File: config.mk
export PLATFORM = sky130hd
export DESIGN_NAME = pers_sequencer
export DESIGN_NICKNAME = d
export VERILOG_FILES = /design/src/core/pers_pkg.sv /design/src/core/pers_sequencer.sv
export SDC_FILE = /design/constraint.sdc
export NUM_CORES = 1
export LEC_CHECK = 0
export ABC_AREA = 1
export ABC_CLOCK_PERIOD_IN_PS = 1300
export BUFFER_PORTS_ARGS = -buffer_cell sky130_fd_sc_hd__buf_2
export CAP_MARGIN = 5
export CELL_PAD_IN_SITES_DETAIL_PLACEMENT = 1
export CELL_PAD_IN_SITES_GLOBAL_PLACEMENT = 1
export CORE_MARGIN = 5
export CORE_UTILIZATION = 37
export DETAILED_ROUTE_END_ITERATION = 12
export MAX_ROUTING_LAYER = met4
export PLACE_DENSITY_LB_ADDON = 0.15
export SKIP_LAST_GASP = 1
export SYNTH_ARGS = -nofsm -noshare
export SYNTH_HDL_FRONTEND = slang
export SYNTH_SLANG_ARGS = --single-unit
File: constraint.sdc
create_clock -name core_clk -period 1.3 [get_ports core_clk]
set_input_delay 0.195 -clock core_clk [delete_from_list [all_inputs] [get_ports core_clk]]
set_output_delay 0.195 -clock core_clk [all_outputs]
set_load 0.1 [all_outputs]
File: src/core/pers_pkg.sv
// Package for the power, charger and reset sequencer
package pers_pkg;

  // Reset pin filter window on the 50 MHz core clock
  localparam int unsigned RST_FILT_MIN_US = 1500;
  localparam int unsigned CLK_KHZ = 50000;
  // Filter time chosen inside the 1.5 to 4.0 ms window
  localparam int unsigned RST_FILT_US = 2000;
  localparam int unsigned RST_FILT_CYC = RST_FILT_US * (CLK_KHZ / 1000);
  localparam int unsigned RST_PIN_HOLD_MS = 5;

  // Pull codes for pad control outputs
  localparam logic [1:0] PULL_NONE = 2'h0;
  localparam logic [1:0] PULL_DOWN = 2'h1;
  localparam logic [1:0] PULL_UP = 2'h2;

  // Reset values
  localparam logic [3:0] ICHG_RST = 4'h0;
  // Synchroniser image: reset pin idles high, the rest low
  localparam logic [7:0] SYNC_RST = 8'h20;

  typedef enum logic [2:0]
  {
    CHG_OFF = 3'b000,
    CHG_TRICKLE = 3'b001,
    CHG_FAST_CC = 3'b010,
    CHG_FAST_CV = 3'b011,
    CHG_STANDBY = 3'b100
  } pers_chg_state_type;

  // Charger comparator outputs
  typedef struct packed
  {
    logic supply_ok;
    logic above_trickle;
    logic at_float;
    logic full;
    logic below_recharge;
  } pers_chg_cmp_type;

  // Regulator control outputs
  typedef struct packed
  {
    logic smps_en;
    logic smps_lp;
    logic core_en;
    logic core_lp;
    logic audio_en;
    logic audio_lp;
  } pers_reg_ctl_type;

  // Pull settings of the reset-controlled pads
  typedef struct packed
  {
    logic [1:0] uart_rx;
    logic [1:0] uart_cts;
    logic [1:0] uart_tx;
    logic [1:0] uart_rts;
    logic [1:0] spi_mosi;
    logic [1:0] spi_clk;
    logic [1:0] spi_cs;
    logic [1:0] spi_miso;
    logic [1:0] rst_pin;
    logic [1:0] test_en;
    logic [1:0] programmable_io_pins;
  } pers_pull_type;

endpackage

File: src/core/pers_sequencer.sv
// Power enable, charger state and reset sequencer
//
// Behaviour
// - Switcher on when its pin, firmware or charger requests it.
// - Switcher in pulse-skipping mode during deep sleep or reset.
// - Core linear on when linear pin, firmware or charger requests it.
// - Core linear in low-power mode during deep sleep or reset.
// - Audio linear enabled like core; low power when no audio or reset.
// - Switcher pin drives switcher only; linear pin drives both linears.
// - Enable pins active high, weakly pulled down when undriven.
// - Pins start boot, firmware latches regulators, pins may then release.
// - Switcher pin level readable by firmware as a general input.
// - Charger goes off whenever its supply disappears.
// - Trickle charge below the trickle threshold.
// - Fast constant current above threshold at adjustable setting.
// - Constant voltage once the float target is reached.
// - Standby when full; back to fast charge below recharge level.
// - Charger supply presence shown on a status bit.
// - Reset from pin, power-on, serial break or watchdog.
// - Reset pin filtered; reset taken 1.5 to 4.0 ms after assertion.
// - During reset, bidirectional pins are inputs, outputs high impedance.
// - After reset assume highest crystal frequency, slow safe clocks.
// - Fixed pull-ups and pull-downs on listed pins during reset.
// - Warm reset keeps data rate and RAM; cold reset does not.
// - I/O powered before core gives weak pull-down on every I/O.
`timescale 1ns/1ps

module pers_sequencer
  import pers_pkg::*;
#(
  parameter int unsigned FILT_CYC = RST_FILT_CYC,
  parameter int unsigned ICHG_W = 4
)
(
  // Clock and reset
  input wire logic core_clk,
  input wire logic rst_b,
  // Enable pins
  input wire logic switcher_enable_pin,
  input wire logic linear_enable_pin,
  // Firmware requests and chip modes
  input wire logic fw_switcher_req,
  input wire logic fw_linear_req,
  input wire logic fw_latch_regs,
  input wire logic deep_sleep,
  input wire logic audio_cells_on,
  input wire logic [ICHG_W-1:0] fast_charge_current_setting,
  // Charger comparators
  input wire pers_chg_cmp_type chg_cmp,
  // Reset sources and early I/O supply flag
  input wire logic rst_pin_b,
  input wire logic por_active,
  input wire logic uart_break,
  input wire logic wdog_expire,
  input wire logic io_before_core,
  // Regulator control
  output pers_reg_ctl_type reg_ctl,
  // Charger outputs
  output pers_chg_state_type chg_state,
  output logic chg_supply_present,
  output logic [ICHG_W-1:0] chg_current,
  output logic chg_trickle_on,
  output logic chg_cv_on,
  // Status and reset
  output logic switcher_pin_status,
  output logic chip_reset,
  output logic cold_reset,
  output logic clk_safe_slow,
  output logic pads_input_only,
  output pers_pull_type pad_pull
);

  // ****************************************************
  // Synchronisers
  // ****************************************************
  localparam int SW = 8;
  logic [SW-1:0] sync1_r;
  logic [SW-1:0] sync2_r;
  wire [SW-1:0] raw_in = {switcher_enable_pin, linear_enable_pin,
    rst_pin_b, chg_cmp};

  always_ff @(posedge core_clk)
  begin
    if (!rst_b)
    begin
      // A zero on the reset bit would look like a press after reset
      sync1_r <= SYNC_RST;
      sync2_r <= SYNC_RST;
    end
    else
    begin
      sync1_r <= raw_in;
      sync2_r <= sync1_r;
    end
  end

  // Undriven enable pins read low through the pad pull-down; the reset pin reads high
  wire pin_sw = sync2_r[7];
  wire pin_lin = sync2_r[6];
  wire pin_rst_b = sync2_r[5];
  wire supply_ok = sync2_r[4];
  wire above_trk = sync2_r[3];
  wire at_float = sync2_r[2];
  wire full = sync2_r[1];
  wire below_rech = sync2_r[0];

  // ****************************************************
  // Reset pin filter and reset sources
  // ****************************************************
  localparam int CW = $clog2(FILT_CYC + 1);
  logic [CW-1:0] filt_cnt_r;
  logic [CW-1:0] filt_cnt_nxt;
  logic pin_rst_r;
  logic chip_reset_r;
  logic cold_reset_r;

  // Saturate so a long press cannot wrap and fire a second time
  wire filt_full = (filt_cnt_r == CW'(FILT_CYC));
  // Count must run full while pin stays low; glitches restart it
  assign filt_cnt_nxt = pin_rst_b ? '0 :
    filt_full ? filt_cnt_r : filt_cnt_r + 1'b1;
  wire pin_fire = !pin_rst_b && (filt_cnt_r == CW'(FILT_CYC - 1));
  wire rst_req = pin_rst_r || por_active || uart_break || wdog_expire;

  always_ff @(posedge core_clk)
  begin
    if (!rst_b)
    begin
      filt_cnt_r <= '0;
      pin_rst_r <= 1'b0;
      chip_reset_r <= 1'b1;
      cold_reset_r <= 1'b1;
    end
    else
    begin
      filt_cnt_r <= filt_cnt_nxt;
      pin_rst_r <= pin_fire || (pin_rst_r && !pin_rst_b);
      chip_reset_r <= rst_req;
      // Only power-on loses data rate and RAM
      cold_reset_r <= por_active || (cold_reset_r && rst_req);
    end
  end

  // ****************************************************
  // Regulator enables
  // ****************************************************
  logic latch_sw_r;
  logic latch_lin_r;
  pers_reg_ctl_type reg_nxt;
  pers_reg_ctl_type reg_r;
  // A live charger supply keeps every regulator up
  wire chg_req = supply_ok;

  always_ff @(posedge core_clk)
  begin
    if (!rst_b)
    begin
      latch_sw_r <= 1'b0;
      latch_lin_r <= 1'b0;
    end
    else if (chip_reset_r)
    begin
      latch_sw_r <= 1'b0;
      latch_lin_r <= 1'b0;
    end
    else if (fw_latch_regs)
    begin
      // Latch whatever the pins have powered up, then pins may drop
      latch_sw_r <= latch_sw_r || pin_sw;
      latch_lin_r <= latch_lin_r || pin_lin;
    end
  end

  wire fw_sw = fw_switcher_req || latch_sw_r;
  wire fw_lin = fw_linear_req || latch_lin_r;

  // Pin, firmware or charger can each turn a regulator on
  function automatic logic reg_request(
    input logic pin,
    input logic fw,
    input logic chg
  );
    return pin || fw || chg;
  endfunction

  // Low power while idle or held in reset
  function automatic logic reg_low_power(
    input logic idle,
    input logic in_reset
  );
    return idle || in_reset;
  endfunction

  always_comb
  begin
    reg_nxt.smps_en = reg_request(pin_sw, fw_sw, chg_req);
    reg_nxt.smps_lp = reg_low_power(deep_sleep, chip_reset_r);
    reg_nxt.core_en = reg_request(pin_lin, fw_lin, chg_req);
    reg_nxt.core_lp = reg_low_power(deep_sleep, chip_reset_r);
    reg_nxt.audio_en = reg_request(pin_lin, fw_lin, chg_req);
    reg_nxt.audio_lp = reg_low_power(!audio_cells_on, chip_reset_r);
  end

  always_ff @(posedge core_clk)
  begin
    if (!rst_b)
      reg_r <= '0;
    else
      reg_r <= reg_nxt;
  end

  // ****************************************************
  // Charger state machine
  // ****************************************************
  pers_chg_state_type chg_r;
  pers_chg_state_type chg_nxt;
  logic [ICHG_W-1:0] ichg_r;

  always_comb
  begin
    chg_nxt = chg_r;
    if (!supply_ok)
      chg_nxt = CHG_OFF;
    else
    begin
      case (chg_r)
        CHG_OFF:
          chg_nxt = above_trk ? CHG_FAST_CC : CHG_TRICKLE;
        CHG_TRICKLE:
          if (above_trk)
            chg_nxt = CHG_FAST_CC;
        CHG_FAST_CC:
          if (!above_trk)
            chg_nxt = CHG_TRICKLE;
          else if (at_float)
            chg_nxt = CHG_FAST_CV;
        CHG_FAST_CV:
          if (full)
            chg_nxt = CHG_STANDBY;
        CHG_STANDBY:
          if (below_rech)
            chg_nxt = CHG_FAST_CC;
        default:
          chg_nxt = CHG_OFF;
      endcase
    end
  end

  always_ff @(posedge core_clk)
  begin
    if (!rst_b)
    begin
      chg_r <= CHG_OFF;
      ichg_r <= ICHG_W'(ICHG_RST);
    end
    else
    begin
      chg_r <= chg_nxt;
      ichg_r <= fast_charge_current_setting;
    end
  end

  // ****************************************************
  // Pad states and status outputs
  // ****************************************************
  logic sw_status_r;
  logic sup_r;
  logic trk_r;
  logic cv_r;
  logic [ICHG_W-1:0] cur_r;
  logic pads_in_r;
  logic slow_r;
  pers_pull_type pull_r;
  pers_pull_type pull_nxt;

  // Flags follow the state being entered, so they change with chg_state
  wire nxt_trickle = (chg_nxt == CHG_TRICKLE);
  wire nxt_cc = (chg_nxt == CHG_FAST_CC);
  wire nxt_cv = (chg_nxt == CHG_FAST_CV);

  // Reset table pulls; early I/O supply overrides with all pull-down
  always_comb
  begin
    pull_nxt = '0;
    if (io_before_core)
      pull_nxt = {11{PULL_DOWN}};
    else if (chip_reset_r)
    begin
      pull_nxt.uart_rx = PULL_DOWN;
      pull_nxt.uart_cts = PULL_DOWN;
      pull_nxt.uart_tx = PULL_UP;
      pull_nxt.uart_rts = PULL_UP;
      pull_nxt.spi_mosi = PULL_DOWN;
      pull_nxt.spi_clk = PULL_DOWN;
      pull_nxt.spi_cs = PULL_UP;
      pull_nxt.spi_miso = PULL_DOWN;
      pull_nxt.rst_pin = PULL_UP;
      pull_nxt.test_en = PULL_DOWN;
      pull_nxt.programmable_io_pins = PULL_DOWN;
    end
  end

  always_ff @(posedge core_clk)
  begin
    if (!rst_b)
    begin
      sw_status_r <= 1'b0;
      sup_r <= 1'b0;
      trk_r <= 1'b0;
      cv_r <= 1'b0;
      cur_r <= '0;
      pads_in_r <= 1'b1;
      slow_r <= 1'b1;
      pull_r <= '0;
    end
    else
    begin
      sw_status_r <= pin_sw;
      sup_r <= supply_ok;
      trk_r <= nxt_trickle;
      cv_r <= nxt_cv;
      cur_r <= nxt_cc ? ichg_r : '0;
      pads_in_r <= chip_reset_r;
      // Safe slow clock held high from reset on; no input ever clears it
      slow_r <= chip_reset_r || slow_r;
      pull_r <= pull_nxt;
    end
  end

  assign reg_ctl = reg_r;
  assign chg_state = chg_r;
  assign chg_supply_present = sup_r;
  assign chg_current = cur_r;
  assign chg_trickle_on = trk_r;
  assign chg_cv_on = cv_r;
  assign switcher_pin_status = sw_status_r;
  assign chip_reset = chip_reset_r;
  assign cold_reset = cold_reset_r;
  assign clk_safe_slow = slow_r;
  assign pads_input_only = pads_in_r;
  assign pad_pull = pull_r;

endmodule // pers_sequencer

==> results <==
- During I/O placement, the number of pins put on the boundary was 66.
- For this design the ratio of total power to cell area is 1380 nW/um^2.
- Prior to clock tree synthesis, the placed netlist has a worst setup slack of -0.0463 ns.
- The first-pass GRT wire length is 9600 um.
- The cell area after synthesis is 2460 sq um.
- Counting flops and latches in the post-synthesis netlist gives 62.
- For this run, the number of standard cells in the final layout without fillers is 461.
- After detailed routing, the average wire length per cell comes to 12.4 um.
- Setup repair after global routing could not meet its margin everywhere.
- The initial utilization of the core area, before any placement, comes to 38.5%.
- Across the whole layout, storage elements account for 1270 sq um.
- The total congestion overflow is 0.
- Entering global routing, the biggest net connects 22 pins.
- The DRC marker count from the first detailed-route iteration is 48.
- Detailed routing inserted a total of 2,098 vias.
- The clock latency of the later-clocked register in the worst-skew pair is 0.33 ns.
- The number of filler instances in the final layout is 795.
- The CTS sink count is 62.
- For this design the static power due to leakage is 0.00148 uW.
- The net count of the finished layout is 404.
- The slowest library cell on the worst path is buf_2.
- Clock-pin slew was measured on the worst setup and hold paths at 0.07 ns.
- The number of buffers inserted by port buffering is 58.
- Of the cells placed in the final design, the portion with a size suffix greater than 1 is 32.6%.
- The count of antenna diodes in the layout is 0.
- The die height is 91.5 um.
- The kind of cell with the highest combined delay on the critical path is buffers and inverters.
- The cell taking the most area after synthesis is dfxtp_1.
- STA classifies the critical path endpoint as a primary output.
- The remaining antenna violation count is 0.
- Power comes to 4360 uW.
- The netlist uses 24 different library cells.
- The final count of hold timing violations is 0.
- The startpoint type of the worst setup path is a flop.
- The share of the synthesized area in the top cell type is 50.5%.
- In the global route stage, overall resource usage came out at 14.5%.
- The cell count after placement is 443.
- The top achievable clock speed is 0.797 GHz.
- For this run, the leading register cell type out of synthesis is dfxtp_1.
- The count of mapped cells out of synthesis is 322.
- The number of antenna violations at the first check in global routing is 0.
- The first detailed-routing pass ran for 4 iterations.
- The number of global-route vias before repair is 2,153.
- By count the netlist is led by nand2_1 (67), dfxtp_1 (62), inv_1 (53), nor2_1 (36), buf_4 (21).
- The clock period minus worst slack is 1.25 ns.
- The delay of the slowest cell on the worst path is 0.42 ns.
- The mean instance size in the synthesized netlist is 7.63 sq um.
- Detailed placement ended at an HPWL of 4250 um.
- The tool flagged a number of max-cap violations equal to 0.
- The remaining routing DRC violations is 0.
- The sequential cell area fraction in the yosys report is 50.5%.
- Sorting the synthesized cells by area gives the leading types as dfxtp_1 (51%), nand2_1 (10%), inv_1 (8.1%).
- The critical path goes through buf_2.
- The final weighted congestion in routability-driven placement is 0.809.
- The biggest fanout along the worst timing path is 1.
- The aggregate routed wire length is 5710 um.
- The final standard cell utilization of the core is 49.4%.
- The data required time of the worst path is 1.11 ns.
- The H-tree depth is 3.
- The worst-case hold slack is 0.0352 ns.
- The clock passes through at most 2 buffers.
- In this run, synthesis inferred 0 flip-flops with an integrated enable.
- The die is 91.5 um wide.
- IR analysis of the VDD net gives a maximum drop of 0.643 mV.
- The fraction of synthesis flops using an asynchronous set or reset pin is 0%.
- The post-route clock period utilization is 96.5%.
- The clock arrives with 0.00724 ns of skew.
- The core footprint is 6390 sq um.
- TritonCTS built the clock tree.
- The most instantiated library cell after synthesis is nand2_1.
- Compared with the post-synthesis result, the final layout area differs by 28.5%.
- Counting both buffers and inverters, the worst setup path holds a total of 1.
- The number of core rows is 29.
- In the post-route analysis, the smallest setup slack over all paths is 0.0452 ns.
- The final max-slew violation count is 0.
- The cell at the root of the clock tree is clkbuf_8.
- For this run, the number of Yosys warnings is 0.
- The area occupied by multi-input gates is 917 sq um.
- The final number of setup-violating endpoints is 0.
- The data arrival time at the worst-slack endpoint is 1.06 ns.
- The worst setup path is of the reg2out kind.
- The die area is 8370 sq um.
- The detailed-route vias per instance is 4.55.
- The type of the most critical hold path is in2reg.
- The flow ran to the end, and the final reports show no timing, DRC or antenna violations.
- In this run, post-CTS hold repair placed 0 buffers.
- The number of clock buffers added by TritonCTS is 9.
power breakdown:
part,internal [uW],switching (uW),total [uW]
registers,1950,26.7,1970
logic,113,552,665
clock network,946,775,1720
cells by family after synthesis:
family,Yosys count,synth area share (%)
AOI/OAI and AO/OA,29,5.96
adders and majority gates,2,1.02
and+or+nand+nor,145,26.2
other,1,0.153
buffers and inverters,83,16.1
DFF,62,50.5
layer usage:
layer	global-route usage (%)	up-vias	wire, um
li1	-	1066	-
met1	17.0	953	2490
met3	4.63	9	422
met4	6.23	0	85
met2	22.9	70	2720
met5	-	-	0
layout by cell type, fill, tap and decap left out, types with 4 or more instances in the layout:
cell type and n:
a21oi_1 18, nor3_1 5, nor2_4 5, nand4_1 5
conb_1 7, dfxtp_4 4, dfxtp_2 12, nor2_1 33
nand3_1 12, clkbuf_8 10, nand2_1 64, inv_2 4
dfxtp_1 46, o21ai_0 9, buf_2 32, nand2_2 7
buf_4 19, inv_1 53, clkbuf_4 11
path summary, 6_finish.rpt:
path,start,to,slack [ns],cells after the start
setup / recovery,chg_current[0],chg_current[0],0.05,1
hold / removal,io_before_core,pad_pull[17],0.04,2
setup reg to reg,filt_cnt_r[0],filt_cnt_r[16],0.07,7
hold reg to reg,sync1_r[4],sync2_r[4],0.41,2
repair_timing:
action                                  CTS  global route
endpoints found under the hold margin     0             0
endpoints found under the setup margin   18            36
resized for setup                         9            48
pin swaps                                 0             6
buffers inserted                          0             2
area by class of cell:
class / count / share of cell area, %
inverter: 58 / 6.94
clock inverter: 6 / 2.22
sequential: 62 / 40.3
timing repair buffer: 65 / 14.1
clock buffer: 10 / 4.36
tap: 77 / 3.05
multi-input combinational: 183 / 29.1
sequential cells by signal, indices dropped and copies added (netlist names):
signal               flops
pad_pull                 3
reg_ctl                  4
sync1_r                  8
latch_lin_r              1
pads_input_only          1
chip_reset               1
sync2_r                  8
clk_safe_slow            1
filt_cnt_r              17
chg_trickle_on           1
pin_rst_r                1
chg_cv_on                1
chg_supply_present       1
cold_reset               1
switcher_pin_status      1
latch_sw_r               1
ichg_r                   4
chg_state                3
chg_current              4
metrics by stage:
| stage | area, sq um | TNS [ns] |
|---|---|---|
| 2_1_floorplan | 2490 | 0 |
| 3_3_place_gp | 2780 | 0 |
| 3_5_place_dp | 2780 | -0.121 |
| 4_1_cts | 3010 | -0.336 |
| 5_1_grt | 3160 | -0.0780 |
| 6_report | 3160 | 0 |
Power figures use the tool's default switching activity.
